<file path="src/pkg/lmsf_pkg.sv">
// package of constants for the lin mode status flag block
// Behaviour
// byte held sets rx available; data read clears
// tx/rx mismatch sets phy error; reads clear
// receive overrun sets overrun flag
// autobaud counter overflow sets overrun and autobaud
// receive data read clears overrun flag
// missing stop bit sets framing error
// sleep state, 4-bit low sets break
// wait-break state, 11-bit break sets break
// active state, 10-bit break sets break
// status zero or data read clears break
// tx holding empty until data write
// tx idle only when shifter empty, done
// autobaud done sets flag; zero in master
// autobaud irq enable raises receive interrupt
// status zero read clears autobaud flag
// mode register: 3-bit select, 5-bit status
// select chooses uart, filter, lin, revision view
// lin view: noise bit, saturating break length
package lmsf_pkg;
  localparam logic [11:0] LMSF_ADDR_DATA = 12'hF40;
  localparam logic [11:0] LMSF_ADDR_STAT0 = 12'hF41;
  localparam logic [11:0] LMSF_ADDR_MODE = 12'hF44;
  // indices of printed offsets; byte address is four times the index
  localparam logic [11:0] LMSF_ADDR_CTRL = 12'hF50;
  localparam logic [11:0] LMSF_ADDR_IRQ_STAT = 12'hF51;
  localparam logic [11:0] LMSF_ADDR_IRQ_MASK = 12'hF52;
  localparam logic [11:0] LMSF_ADDR_EVENT = 12'hF53;
  localparam int LMSF_BIT_RDA = 7;
  localparam int LMSF_BIT_PLE = 6;
  localparam int LMSF_BIT_OVR = 5;
  localparam int LMSF_BIT_FE = 4;
  localparam int LMSF_BIT_BRK = 3;
  localparam int LMSF_BIT_THE = 2;
  localparam int LMSF_BIT_TXI = 1;
  localparam int LMSF_BIT_ATB = 0;
  localparam logic [7:0] LMSF_STAT0_RESET = 8'h06;
  localparam logic [7:0] LMSF_MODE_RESET = 8'h00;
  localparam logic [2:0] LMSF_SEL_UART = 3'h0;
  localparam logic [2:0] LMSF_SEL_FILTER = 3'h1;
  localparam logic [2:0] LMSF_SEL_LIN = 3'h2;
  localparam logic [2:0] LMSF_SEL_REV = 3'h7;
  localparam logic [4:0] LMSF_HW_REVISION = 5'h00;
  localparam logic [3:0] LMSF_BRK_SLEEP = 4'h4;
  localparam logic [3:0] LMSF_BRK_WAIT = 4'hB;
  localparam logic [3:0] LMSF_BRK_ACTIVE = 4'hA;
  localparam logic [3:0] LMSF_BRK_MAX = 4'hF;
  localparam logic [15:0] LMSF_BIT_TIME_DEFAULT = 16'h0364;
  typedef enum logic [1:0] {
    LMSF_LIN_SLEEP = 2'b00,
    LMSF_LIN_WAIT_BREAK = 2'b01,
    LMSF_LIN_ACTIVE = 2'b10,
    LMSF_LIN_OTHER = 2'b11
  } lmsf_lin_state_type;
endpackage : lmsf_pkg

</file>
<file path="src/verilog/lmsf_break_meter.sv">
// break length meter: counts bit times while the bus is low
`timescale 1ns/10ps
module lmsf_break_meter
(
  input wire logic ref_clk,
  input wire logic rst_n,
  input wire logic [15:0] bit_time,
  input wire logic rx_low,
  output logic [3:0] run_length,
  output logic [3:0] measured_break_length,
  output logic break_end
);
  import lmsf_pkg::*;
  logic [15:0] tick_cnt;
  logic was_low;
  wire bit_tick = rx_low && (tick_cnt >= bit_time - 16'h0001);
  wire ending = was_low && !rx_low;
  assign break_end = ending && (run_length != 4'h0);
  always_ff @(posedge ref_clk or negedge rst_n)
  begin
    if (!rst_n)
    begin
      tick_cnt <= 16'h0000;
      run_length <= 4'h0;
      measured_break_length <= 4'h0;
      was_low <= 1'b0;
    end
    else
    begin
      was_low <= rx_low;
      tick_cnt <= (!rx_low || bit_tick) ? 16'h0000 : tick_cnt + 16'h0001;
      if (!rx_low)
        run_length <= 4'h0;
      else if (bit_tick && run_length != LMSF_BRK_MAX)
        run_length <= run_length + 4'h1;
      if (break_end)
        measured_break_length <= run_length;
    end
  end
endmodule : lmsf_break_meter

</file>
<file path="src/verilog/lmsf_status.sv">
// lin mode status flags with apb register access
`timescale 1ns/10ps
module lmsf_status
(
  input wire logic ref_clk,
  input wire logic rst_n,
  input wire logic psel,
  input wire logic penable,
  input wire logic pwrite,
  input wire logic [13:0] paddr,
  input wire logic [31:0] pwdata,
  input wire logic [3:0] pstrb,
  output logic [31:0] prdata,
  output logic pready,
  output logic pslverr,
  input wire logic rx_pin,
  input wire logic rx_byte_done,
  input wire logic [7:0] rx_byte,
  input wire logic rx_stop_bad,
  input wire logic tx_active,
  input wire logic tx_bit_out,
  input wire logic tx_sample,
  input wire logic tx_load,
  input wire logic tx_shift_empty,
  input wire logic autobaud_done,
  input wire logic baud_rate_counter_overflow,
  input wire logic noise_event,
  input wire lmsf_pkg::lmsf_lin_state_type lin_state,
  output logic [7:0] tx_data,
  output logic tx_data_valid,
  output logic rx_interrupt,
  output logic irq
);
  import lmsf_pkg::*;

  // ****************************************
  // pin synchroniser
  // ****************************************
  // both stages reset to the idle bus level, so no false break follows reset
  logic rx_meta;
  logic rx_sync;
  always_ff @(posedge ref_clk or negedge rst_n)
  begin
    if (!rst_n)
    begin
      rx_meta <= 1'b1;
      rx_sync <= 1'b1;
    end
    else
    begin
      rx_meta <= rx_pin;
      rx_sync <= rx_meta;
    end
  end

  // ****************************************
  // apb decode
  // ****************************************
  // register index map, byte address four times the index:
  //   data   read gives the received byte, write fills the transmit byte
  //   stat0  read-only flags; a read clears those that it owns
  //   mode   view select in [7:5], read-only view in [4:0]
  //   ctrl   [0] autobaud irq enable, [1] slave, [31:16] bit time
  //   istat  sticky interrupt causes, a written one clears
  //   imask  interrupt enables, same layout as istat
  //   event  live break run length
  wire [11:0] reg_index = paddr[13:2];
  wire access = psel && penable;
  wire wr = access && pwrite;
  wire rd = access && !pwrite;
  wire hit_data = reg_index == LMSF_ADDR_DATA;
  wire hit_stat0 = reg_index == LMSF_ADDR_STAT0;
  wire hit_mode = reg_index == LMSF_ADDR_MODE;
  wire hit_ctrl = reg_index == LMSF_ADDR_CTRL;
  wire hit_istat = reg_index == LMSF_ADDR_IRQ_STAT;
  wire hit_imask = reg_index == LMSF_ADDR_IRQ_MASK;
  wire hit_event = reg_index == LMSF_ADDR_EVENT;
  wire mapped = hit_data | hit_stat0 | hit_mode | hit_ctrl |
                hit_istat | hit_imask | hit_event;
  wire rd_data = rd && hit_data;
  wire rd_stat0 = rd && hit_stat0;
  assign pready = 1'b1;
  assign pslverr = access && !mapped;

  // ****************************************
  // write strobes
  // ****************************************
  // one byte lane of one register, taken in the access phase
  function automatic logic lane_write
  (
    input logic wr_access,
    input logic hit,
    input logic [3:0] strb,
    input int lane
  );
    lane_write = wr_access && hit && strb[lane];
  endfunction : lane_write
  wire wr_data = lane_write(wr, hit_data, pstrb, 0);
  wire wr_mode = lane_write(wr, hit_mode, pstrb, 0);
  wire wr_flags = lane_write(wr, hit_ctrl, pstrb, 0);
  wire wr_time_lo = lane_write(wr, hit_ctrl, pstrb, 2);
  wire wr_time_hi = lane_write(wr, hit_ctrl, pstrb, 3);
  wire wr_imask = lane_write(wr, hit_imask, pstrb, 0);
  wire wr_istat = lane_write(wr, hit_istat, pstrb, 0);

  // ****************************************
  // control registers
  // ****************************************
  logic [2:0] status_view_select;
  logic autobaud_irq_enable;
  logic lin_slave;
  // bit time counts ref_clk cycles per bus bit
  logic [15:0] bit_time;
  logic [7:0] irq_mask;
  always_ff @(posedge ref_clk or negedge rst_n)
  begin
    if (!rst_n)
    begin
      status_view_select <= LMSF_MODE_RESET[7:5];
      autobaud_irq_enable <= 1'b0;
      lin_slave <= 1'b0;
      bit_time <= LMSF_BIT_TIME_DEFAULT;
      irq_mask <= 8'h00;
    end
    else
    begin
      if (wr_mode)
        status_view_select <= pwdata[7:5];
      if (wr_flags)
      begin
        autobaud_irq_enable <= pwdata[0];
        lin_slave <= pwdata[1];
      end
      if (wr_time_lo)
        bit_time[7:0] <= pwdata[23:16];
      if (wr_time_hi)
        bit_time[15:8] <= pwdata[31:24];
      if (wr_imask)
        irq_mask <= pwdata[7:0];
    end
  end

  // ****************************************
  // break measurement
  // ****************************************
  logic [3:0] run_length;
  logic [3:0] measured_break_length;
  logic break_end;
  lmsf_break_meter i_lmsf_break_meter
  (
    .ref_clk(ref_clk),
    .rst_n(rst_n),
    .bit_time(bit_time),
    .rx_low(!rx_sync),
    .run_length(run_length),
    .measured_break_length(measured_break_length),
    .break_end(break_end)
  );
  // threshold in bit times for the current bus state; zero means no flag
  logic [3:0] brk_need;
  always_comb
  begin
    case (lin_state)
      LMSF_LIN_SLEEP: brk_need = LMSF_BRK_SLEEP;
      LMSF_LIN_WAIT_BREAK: brk_need = LMSF_BRK_WAIT;
      LMSF_LIN_ACTIVE: brk_need = LMSF_BRK_ACTIVE;
      default: brk_need = 4'h0;
    endcase
  end
  // the flag fires once per low run, when the run first reaches its threshold
  logic brk_seen;
  wire brk_reach = (brk_need != 4'h0) && (run_length >= brk_need);
  wire brk_event = brk_reach && !brk_seen;
  always_ff @(posedge ref_clk or negedge rst_n)
  begin
    if (!rst_n)
      brk_seen <= 1'b0;
    else
      brk_seen <= brk_reach;
  end

  // ****************************************
  // status flags
  // ****************************************
  // bus level against the bit sent, at the transmitter's sample point
  wire ple_event = tx_active && tx_sample && (rx_sync != tx_bit_out);
  logic [7:0] rx_data;
  logic [7:0] stat0;
  logic noise_seen;
  // counter overflow ends autobaud only for a slave
  wire ab_overflow = lin_slave && baud_rate_counter_overflow;
  wire ab_event = lin_slave && (autobaud_done || baud_rate_counter_overflow);
  // a byte lands while the last is unread and not read in this cycle
  wire rx_overrun = rx_byte_done && stat0[LMSF_BIT_RDA] && !rd_data;
  // one set and one clear request per status bit
  logic [7:0] set_vec;
  logic [7:0] clr_vec;
  always_comb
  begin
    set_vec = 8'h00;
    set_vec[LMSF_BIT_RDA] = rx_byte_done;
    set_vec[LMSF_BIT_PLE] = ple_event;
    set_vec[LMSF_BIT_OVR] = rx_overrun || ab_overflow;
    set_vec[LMSF_BIT_FE] = rx_byte_done && rx_stop_bad;
    set_vec[LMSF_BIT_BRK] = brk_event;
    set_vec[LMSF_BIT_ATB] = ab_event;
    clr_vec = 8'h00;
    clr_vec[LMSF_BIT_RDA] = rd_data;
    clr_vec[LMSF_BIT_PLE] = rd_data || rd_stat0;
    clr_vec[LMSF_BIT_OVR] = rd_data;
    clr_vec[LMSF_BIT_FE] = rd_data;
    clr_vec[LMSF_BIT_BRK] = rd_data || rd_stat0;
    clr_vec[LMSF_BIT_ATB] = rd_stat0 || !lin_slave;
  end
  wire [7:0] next_stat0;

  // ****************************************
  // flag and data registers
  // ****************************************
  // a write fills the holding byte; a load by the shifter empties it
  logic tx_holding_empty;
  always_ff @(posedge ref_clk or negedge rst_n)
  begin
    if (!rst_n)
    begin
      stat0 <= LMSF_STAT0_RESET;
      rx_data <= 8'h00;
      tx_data <= 8'h00;
      tx_holding_empty <= 1'b1;
      noise_seen <= 1'b0;
    end
    else
    begin
      stat0 <= next_stat0;
      if (rx_byte_done)
        rx_data <= rx_byte;
      if (wr_data)
      begin
        tx_data <= pwdata[7:0];
        tx_holding_empty <= 1'b0;
      end
      else if (tx_load)
        tx_holding_empty <= 1'b1;
      if (rx_byte_done)
        noise_seen <= noise_event;
    end
  end

  // ****************************************
  // status views
  // ****************************************
  assign tx_data_valid = !tx_holding_empty;
  // a queued byte counts as a transfer in progress
  wire tx_idle = tx_shift_empty && !tx_active && tx_holding_empty;
  wire atb_view = stat0[LMSF_BIT_ATB] && lin_slave;
  wire [7:0] stat0_view = {stat0[7:3], tx_holding_empty, tx_idle, atb_view};

  // ****************************************
  // interrupts
  // ****************************************
  logic [7:0] irq_stat;
  logic ab_prev;
  // cause bits, msb first
  wire [7:0] irq_set =
  {
    2'b00,
    break_end,
    brk_event,
    ple_event,
    rx_overrun,
    ab_event,
    rx_byte_done
  };
  wire [7:0] irq_clr = wr_istat ? pwdata[7:0] : 8'h00;
  wire [7:0] next_irq_stat;
  wire ab_rise = stat0[LMSF_BIT_ATB] && !ab_prev;

  // ****************************************
  // sticky update
  // ****************************************
  // an event in the same cycle as its clear wins
  genvar flag;
  generate
    for (flag = 0; flag < 8; flag = flag + 1)
    begin : g_sticky
      assign next_stat0[flag] = set_vec[flag] || (stat0[flag] && !clr_vec[flag]);
      assign next_irq_stat[flag] = irq_set[flag] || (irq_stat[flag] && !irq_clr[flag]);
    end
  endgenerate
  always_ff @(posedge ref_clk or negedge rst_n)
  begin
    if (!rst_n)
    begin
      irq_stat <= 8'h00;
      ab_prev <= 1'b0;
      rx_interrupt <= 1'b0;
    end
    else
    begin
      irq_stat <= next_irq_stat;
      ab_prev <= stat0[LMSF_BIT_ATB];
      rx_interrupt <= autobaud_irq_enable && ab_rise;
    end
  end
  // level output: any unmasked cause still pending
  assign irq = |(irq_stat & irq_mask);

  // ****************************************
  // read mux
  // ****************************************
  // codes 3 to 6 are reserved and read zero
  logic [4:0] mode_status;
  always_comb
  begin
    case (status_view_select)
      LMSF_SEL_UART: mode_status = 5'h00;
      LMSF_SEL_FILTER: mode_status = {noise_seen, 4'h0};
      LMSF_SEL_LIN: mode_status = {noise_seen, measured_break_length};
      LMSF_SEL_REV: mode_status = LMSF_HW_REVISION;
      default: mode_status = 5'h00;
    endcase
  end
  wire [7:0] rd_byte = hit_data ? rx_data :
                       hit_stat0 ? stat0_view :
                       hit_mode ? {status_view_select, mode_status} :
                       hit_ctrl ? 8'h00 :
                       hit_istat ? irq_stat :
                       hit_imask ? irq_mask :
                       hit_event ? {4'h0, run_length} : 8'h00;
  wire [31:0] ctrl_word = {bit_time, 14'h0000, lin_slave, autobaud_irq_enable};
  wire [31:0] rd_word = hit_ctrl ?
                        ctrl_word :
                        {24'h000000, rd_byte};
  // taken in the setup cycle: a read returns the flags before its own clear
  always_ff @(posedge ref_clk or negedge rst_n)
  begin
    if (!rst_n)
      prdata <= 32'h00000000;
    else if (psel && !penable && !pwrite)
      prdata <= rd_word;
  end
endmodule : lmsf_status

</file>
<file path="config.mk">
export PLATFORM = sky130hd
export DESIGN_NAME = lmsf_status
export DESIGN_NICKNAME = d
export VERILOG_FILES = /design/src/pkg/lmsf_pkg.sv /design/src/verilog/lmsf_break_meter.sv /design/src/verilog/lmsf_status.sv
export SDC_FILE = /design/constraint.sdc
export NUM_CORES = 1
export LEC_CHECK = 0
export BUFFER_PORTS_ARGS = -buffer_cell sky130_fd_sc_hd__buf_4
export CAP_MARGIN = 25
export CORE_ASPECT_RATIO = 0.8
export CORE_MARGIN = 10
export CORE_UTILIZATION = 31
export DETAILED_ROUTE_END_ITERATION = 6
export PLACE_DENSITY = 0.47
export SLEW_MARGIN = 20
export SYNTH_ARGS = -nofsm -noshare
export SYNTH_HDL_FRONTEND = slang
export SYNTH_SLANG_ARGS = --single-unit
</file>
<file path="constraint.sdc">
create_clock -name ref_clk -period 7.2 [get_ports ref_clk]
set_input_delay 0 -clock ref_clk [delete_from_list [all_inputs] [get_ports ref_clk]]
set_output_delay 0 -clock ref_clk [all_outputs]
set_load 0.02 [all_outputs]
</file>
==> flow_summary_export.csv <==
group,metric,value,unit
grt,grt_util_met3,3.63,%
hold_path,hp-class,"in -> reg",
clock_tree,postCtsSetupBuffers,0,
clock_tree,cts_tree,"built",
grt,grt_pass1_vias,5064,
status,status,"completed",
final_layout,drive_gt1_share,24.9,%
hold_path,holdPathEnd,"stat0[3]",
grt,grt_use_met1,20.9,%
pwr,power.density,202,nW/um2
route,wl,17.9,mm
route,post_drt_wl_per_cell,17.9,um
timing,tns,0,ps
route,dr.pass1.iters,6,
pwr,p_leak,0.00381,uW
route,drt_iter0_markers,411,
synth,syn_avg_cell_area,10.4,um2
worst_setup_path,crit_type,"reg -> reg",
final_layout,layout_common_cells,"dfrtp_1 (107), buf_4 (101), nand2_1 (78), dlygate4sd3_1 (47), nor2_1 (41)",
worst_setup_path,r2r_end,"i_lmsf_break_meter.run_length[0]",
clock_tree,clock_latency,420,ps
timing,rsz0062_at_grt,"false",
clock_tree,clkSinkCount,115,
final_layout,layout_commonest_cell,"dfrtp_1",
clock_tree,clk_pin_slew,60,ps
die,fp.dieH,145,um
place,gp_congestion,0.865,
final_layout,area_growth,33.8,%
die,initial_utilization,31.7,%
timing,tightest_slew,749,ps
worst_setup_path,slowest_stage,"or4_1",
timing,final_hold_viol_count,0,
grt,grt_pass1_wl,28.8,mm
clock_tree,numCtsBuffers,17,
timing,fmax,281,MHz
grt,grt_max_degree,81,
worst_setup_path,cp_cell_sequence,"nor4_1 > nand2_1 > or4_1 > xor2_1 > ha_1 > nand3_1 > a2111oi_0 > o21ai_1 > a32oi_1 > mux2_2",
route,avgViaCountPerCell,4.82,
pwr,vdd_drop_max,0.000147,V
hold_path,min_path_cells,4,
synth,synth_area,6060,um2
grt,gr-usage-met2,20.0,%
route,antenna_left,0,
worst_setup_path,cpPeakStageDelay,500,ps
die,placementRows,45,
final_layout,fill_cells,1839,
synth,synth_cell_types,66,
final_layout,nets,834,
synth,synth_edf_count,0,
clock_tree,cts-root-buf,"clkbuf_16",
worst_setup_path,worstReg2RegStart,"bit_time[3]",
synth,synthArstFlopShare,100,%
worst_setup_path,ff2ff_setup_slack,3640,ps
worst_setup_path,required,7500,ps
die,dieArea,25600,um2
route,drc_errors,0,
die,core_area,19100,um2
timing,finalClockSkew,6.94,ps
timing,slew_violations,0,
grt,track_usage,14.2,%
timing,period_share,49.4,%
synth,synth-seq-area-share,47.7,%
clock_tree,ctsHoldBuffers,47,
run,cap_violations,0,
worst_setup_path,rr_worst_depth,10,
timing,fin_crit,3560,ps
synth,ys.flop_type,"dfrtp_1",
timing,slew_headroom,49.9,%
worst_setup_path,arrival,3860,ps
timing,holdWs,44.0,ps
synth,ys_seq_elements,115,
hold_path,min_from,"paddr[4]",
place,dp_hpwl,13.4,mm
worst_setup_path,cp-end-kind,"register",
synth,synth_cells,583,
timing,setup_viol,0,
clock_tree,htreeDepth,4,
place,portBuffers,100,
clock_tree,cts_max_path_buffers,2,
synth,yosys_warnings,0,
final_layout,num_antenna_cells,0,
route,vias,4827,
grt,antenna_found_initial,0,
clock_tree,cts-resized-gates,0,
die,die_x,176,um
die,ios,121,
grt,grt_overflow,0,
grt,grt_busiest_layer,"met1",
worst_setup_path,crit_fanout,5,
worst_setup_path,cp-start-kind,"register",
worst max path at each step:
| stage | startpoint | to | slack, ps | cells after the start |
|---|---|---|---|---|
| floorplan | bit_time[7] | i_lmsf_break_meter.run_length[0] | 4090 | 9 |
| global placement | bit_time[3] | i_lmsf_break_meter.run_length[0] | 3700 | 10 |
| CTS | bit_time[3] | i_lmsf_break_meter.tick_cnt[14] | 3670 | 10 |
| global route | bit_time[3] | i_lmsf_break_meter.tick_cnt[7] | 3270 | 10 |
| detailed placement | bit_time[3] | i_lmsf_break_meter.tick_cnt[14] | 3690 | 10 |
| finish | bit_time[3] | i_lmsf_break_meter.run_length[0] | 3640 | 10 |
layout make-up:
cell class	count	area, um2	area share [%]
Sequential cell	115	2890	35.6
Timing Repair Buffer	149	1240	15.3
Tap cell	258	323	3.98
Multi-Input combinational cell	427	2980	36.8
Clock inverter	9	103	1.27
Clock buffer	23	488	6.02
Inverter	21	78.8	0.973
layer usage:
layer | vias to the layer above | share of wire [%]
li1 | 2345 | -
met1 | 2351 | 51
met2 | 121 | 42
met3 | 10 | 5.7
met4 | 0 | 0.82
met5 | - | 0
worst max-delay path, delay by kind of cell (launching register included):
family | cells | cell delay [ps]
compound gates | 3 | 1030
xor+xnor | 1 | 180
fa+ha+maj | 1 | 300
flops | 1 | 430
mux | 1 | 370
simple gates | 4 | 1130
cell families (layout without fill, tap and decap cells):
group	Yosys count	in the layout	share of synthesized area, %
buf+inv	48	202	3.59
mux	53	53	9.81
compound gates	106	106	11.3
other cells	2	9	0.124
fa+ha+maj	27	27	5.58
simple gates	202	202	17.6
flops	115	115	47.7
xor+xnor	30	30	4.34
stage by stage:
stage                     total power, uW  cell area, um2  setup WS (ps)  cells  utilization, %
after CTS                            1650            8100           3670   1002            42.4
after global routing                 1690            8100           3270   1002            42.5
after global placement                783            7040           3700    923            36.9
after detailed placement              784            7040           3690    923            36.9
final                                1630            8100           3640   1002            42.5
after floorplan                       722            6080           4090    590               -
cells in the mapped netlist, types with 3 or more instances:
cell type    n  area share [%]
o21ai_0     27             2.2
xnor2_1     20             2.9
dfrtp_1    107              44
nor3_1       9            0.74
a21o_1      12             1.5
o31ai_1      3            0.37
or4_1        4            0.50
and2_1       5            0.52
mux2_1      23             4.3
a22o_1       4            0.58
a21oi_1     21             1.7
a21boi_0     3            0.37
ha_1        27             5.6
a32oi_1      3            0.43
nand4_1      7            0.72
o22ai_1      5            0.52
buf_4        9             1.1
nand2b_1     7            0.72
dfstp_2      8             3.5
a22oi_1      5            0.62
nor2_1      41             2.5
nand2_1     78             4.8
mux2_2      28             5.2
and3_1       5            0.52
a31oi_1      3            0.31
inv_1       21             1.3
buf_2        3            0.25
nand3_1     14             1.2
nor2b_1      3            0.31
o21ai_1      4            0.33
o21a_1       3            0.37
clkbuf_1    15            0.93
xor2_1      10             1.4
registers in the layout, summed over array words and instances, names as in the netlist, 3 cells and up:
signal                                    flops
bit_time                                     16
i_lmsf_break_meter.measured_break_length      4
i_lmsf_break_meter.run_length                 4
i_lmsf_break_meter.tick_cnt                  16
irq_mask                                      8
irq_stat                                      8
prdata                                       24
rx_data                                       8
stat0                                         6
status_view_select                            3
tx_data                                       8
report_power, final:
part           switching, uW  internal [uW]  leakage, uW
Sequential              7.84            658      0.00150
Clock                    299            543     0.000285
Combinational           65.9           61.5      0.00203
Total                    372           1260      0.00381
Note: power is estimated with default switching activity, not from simulation.
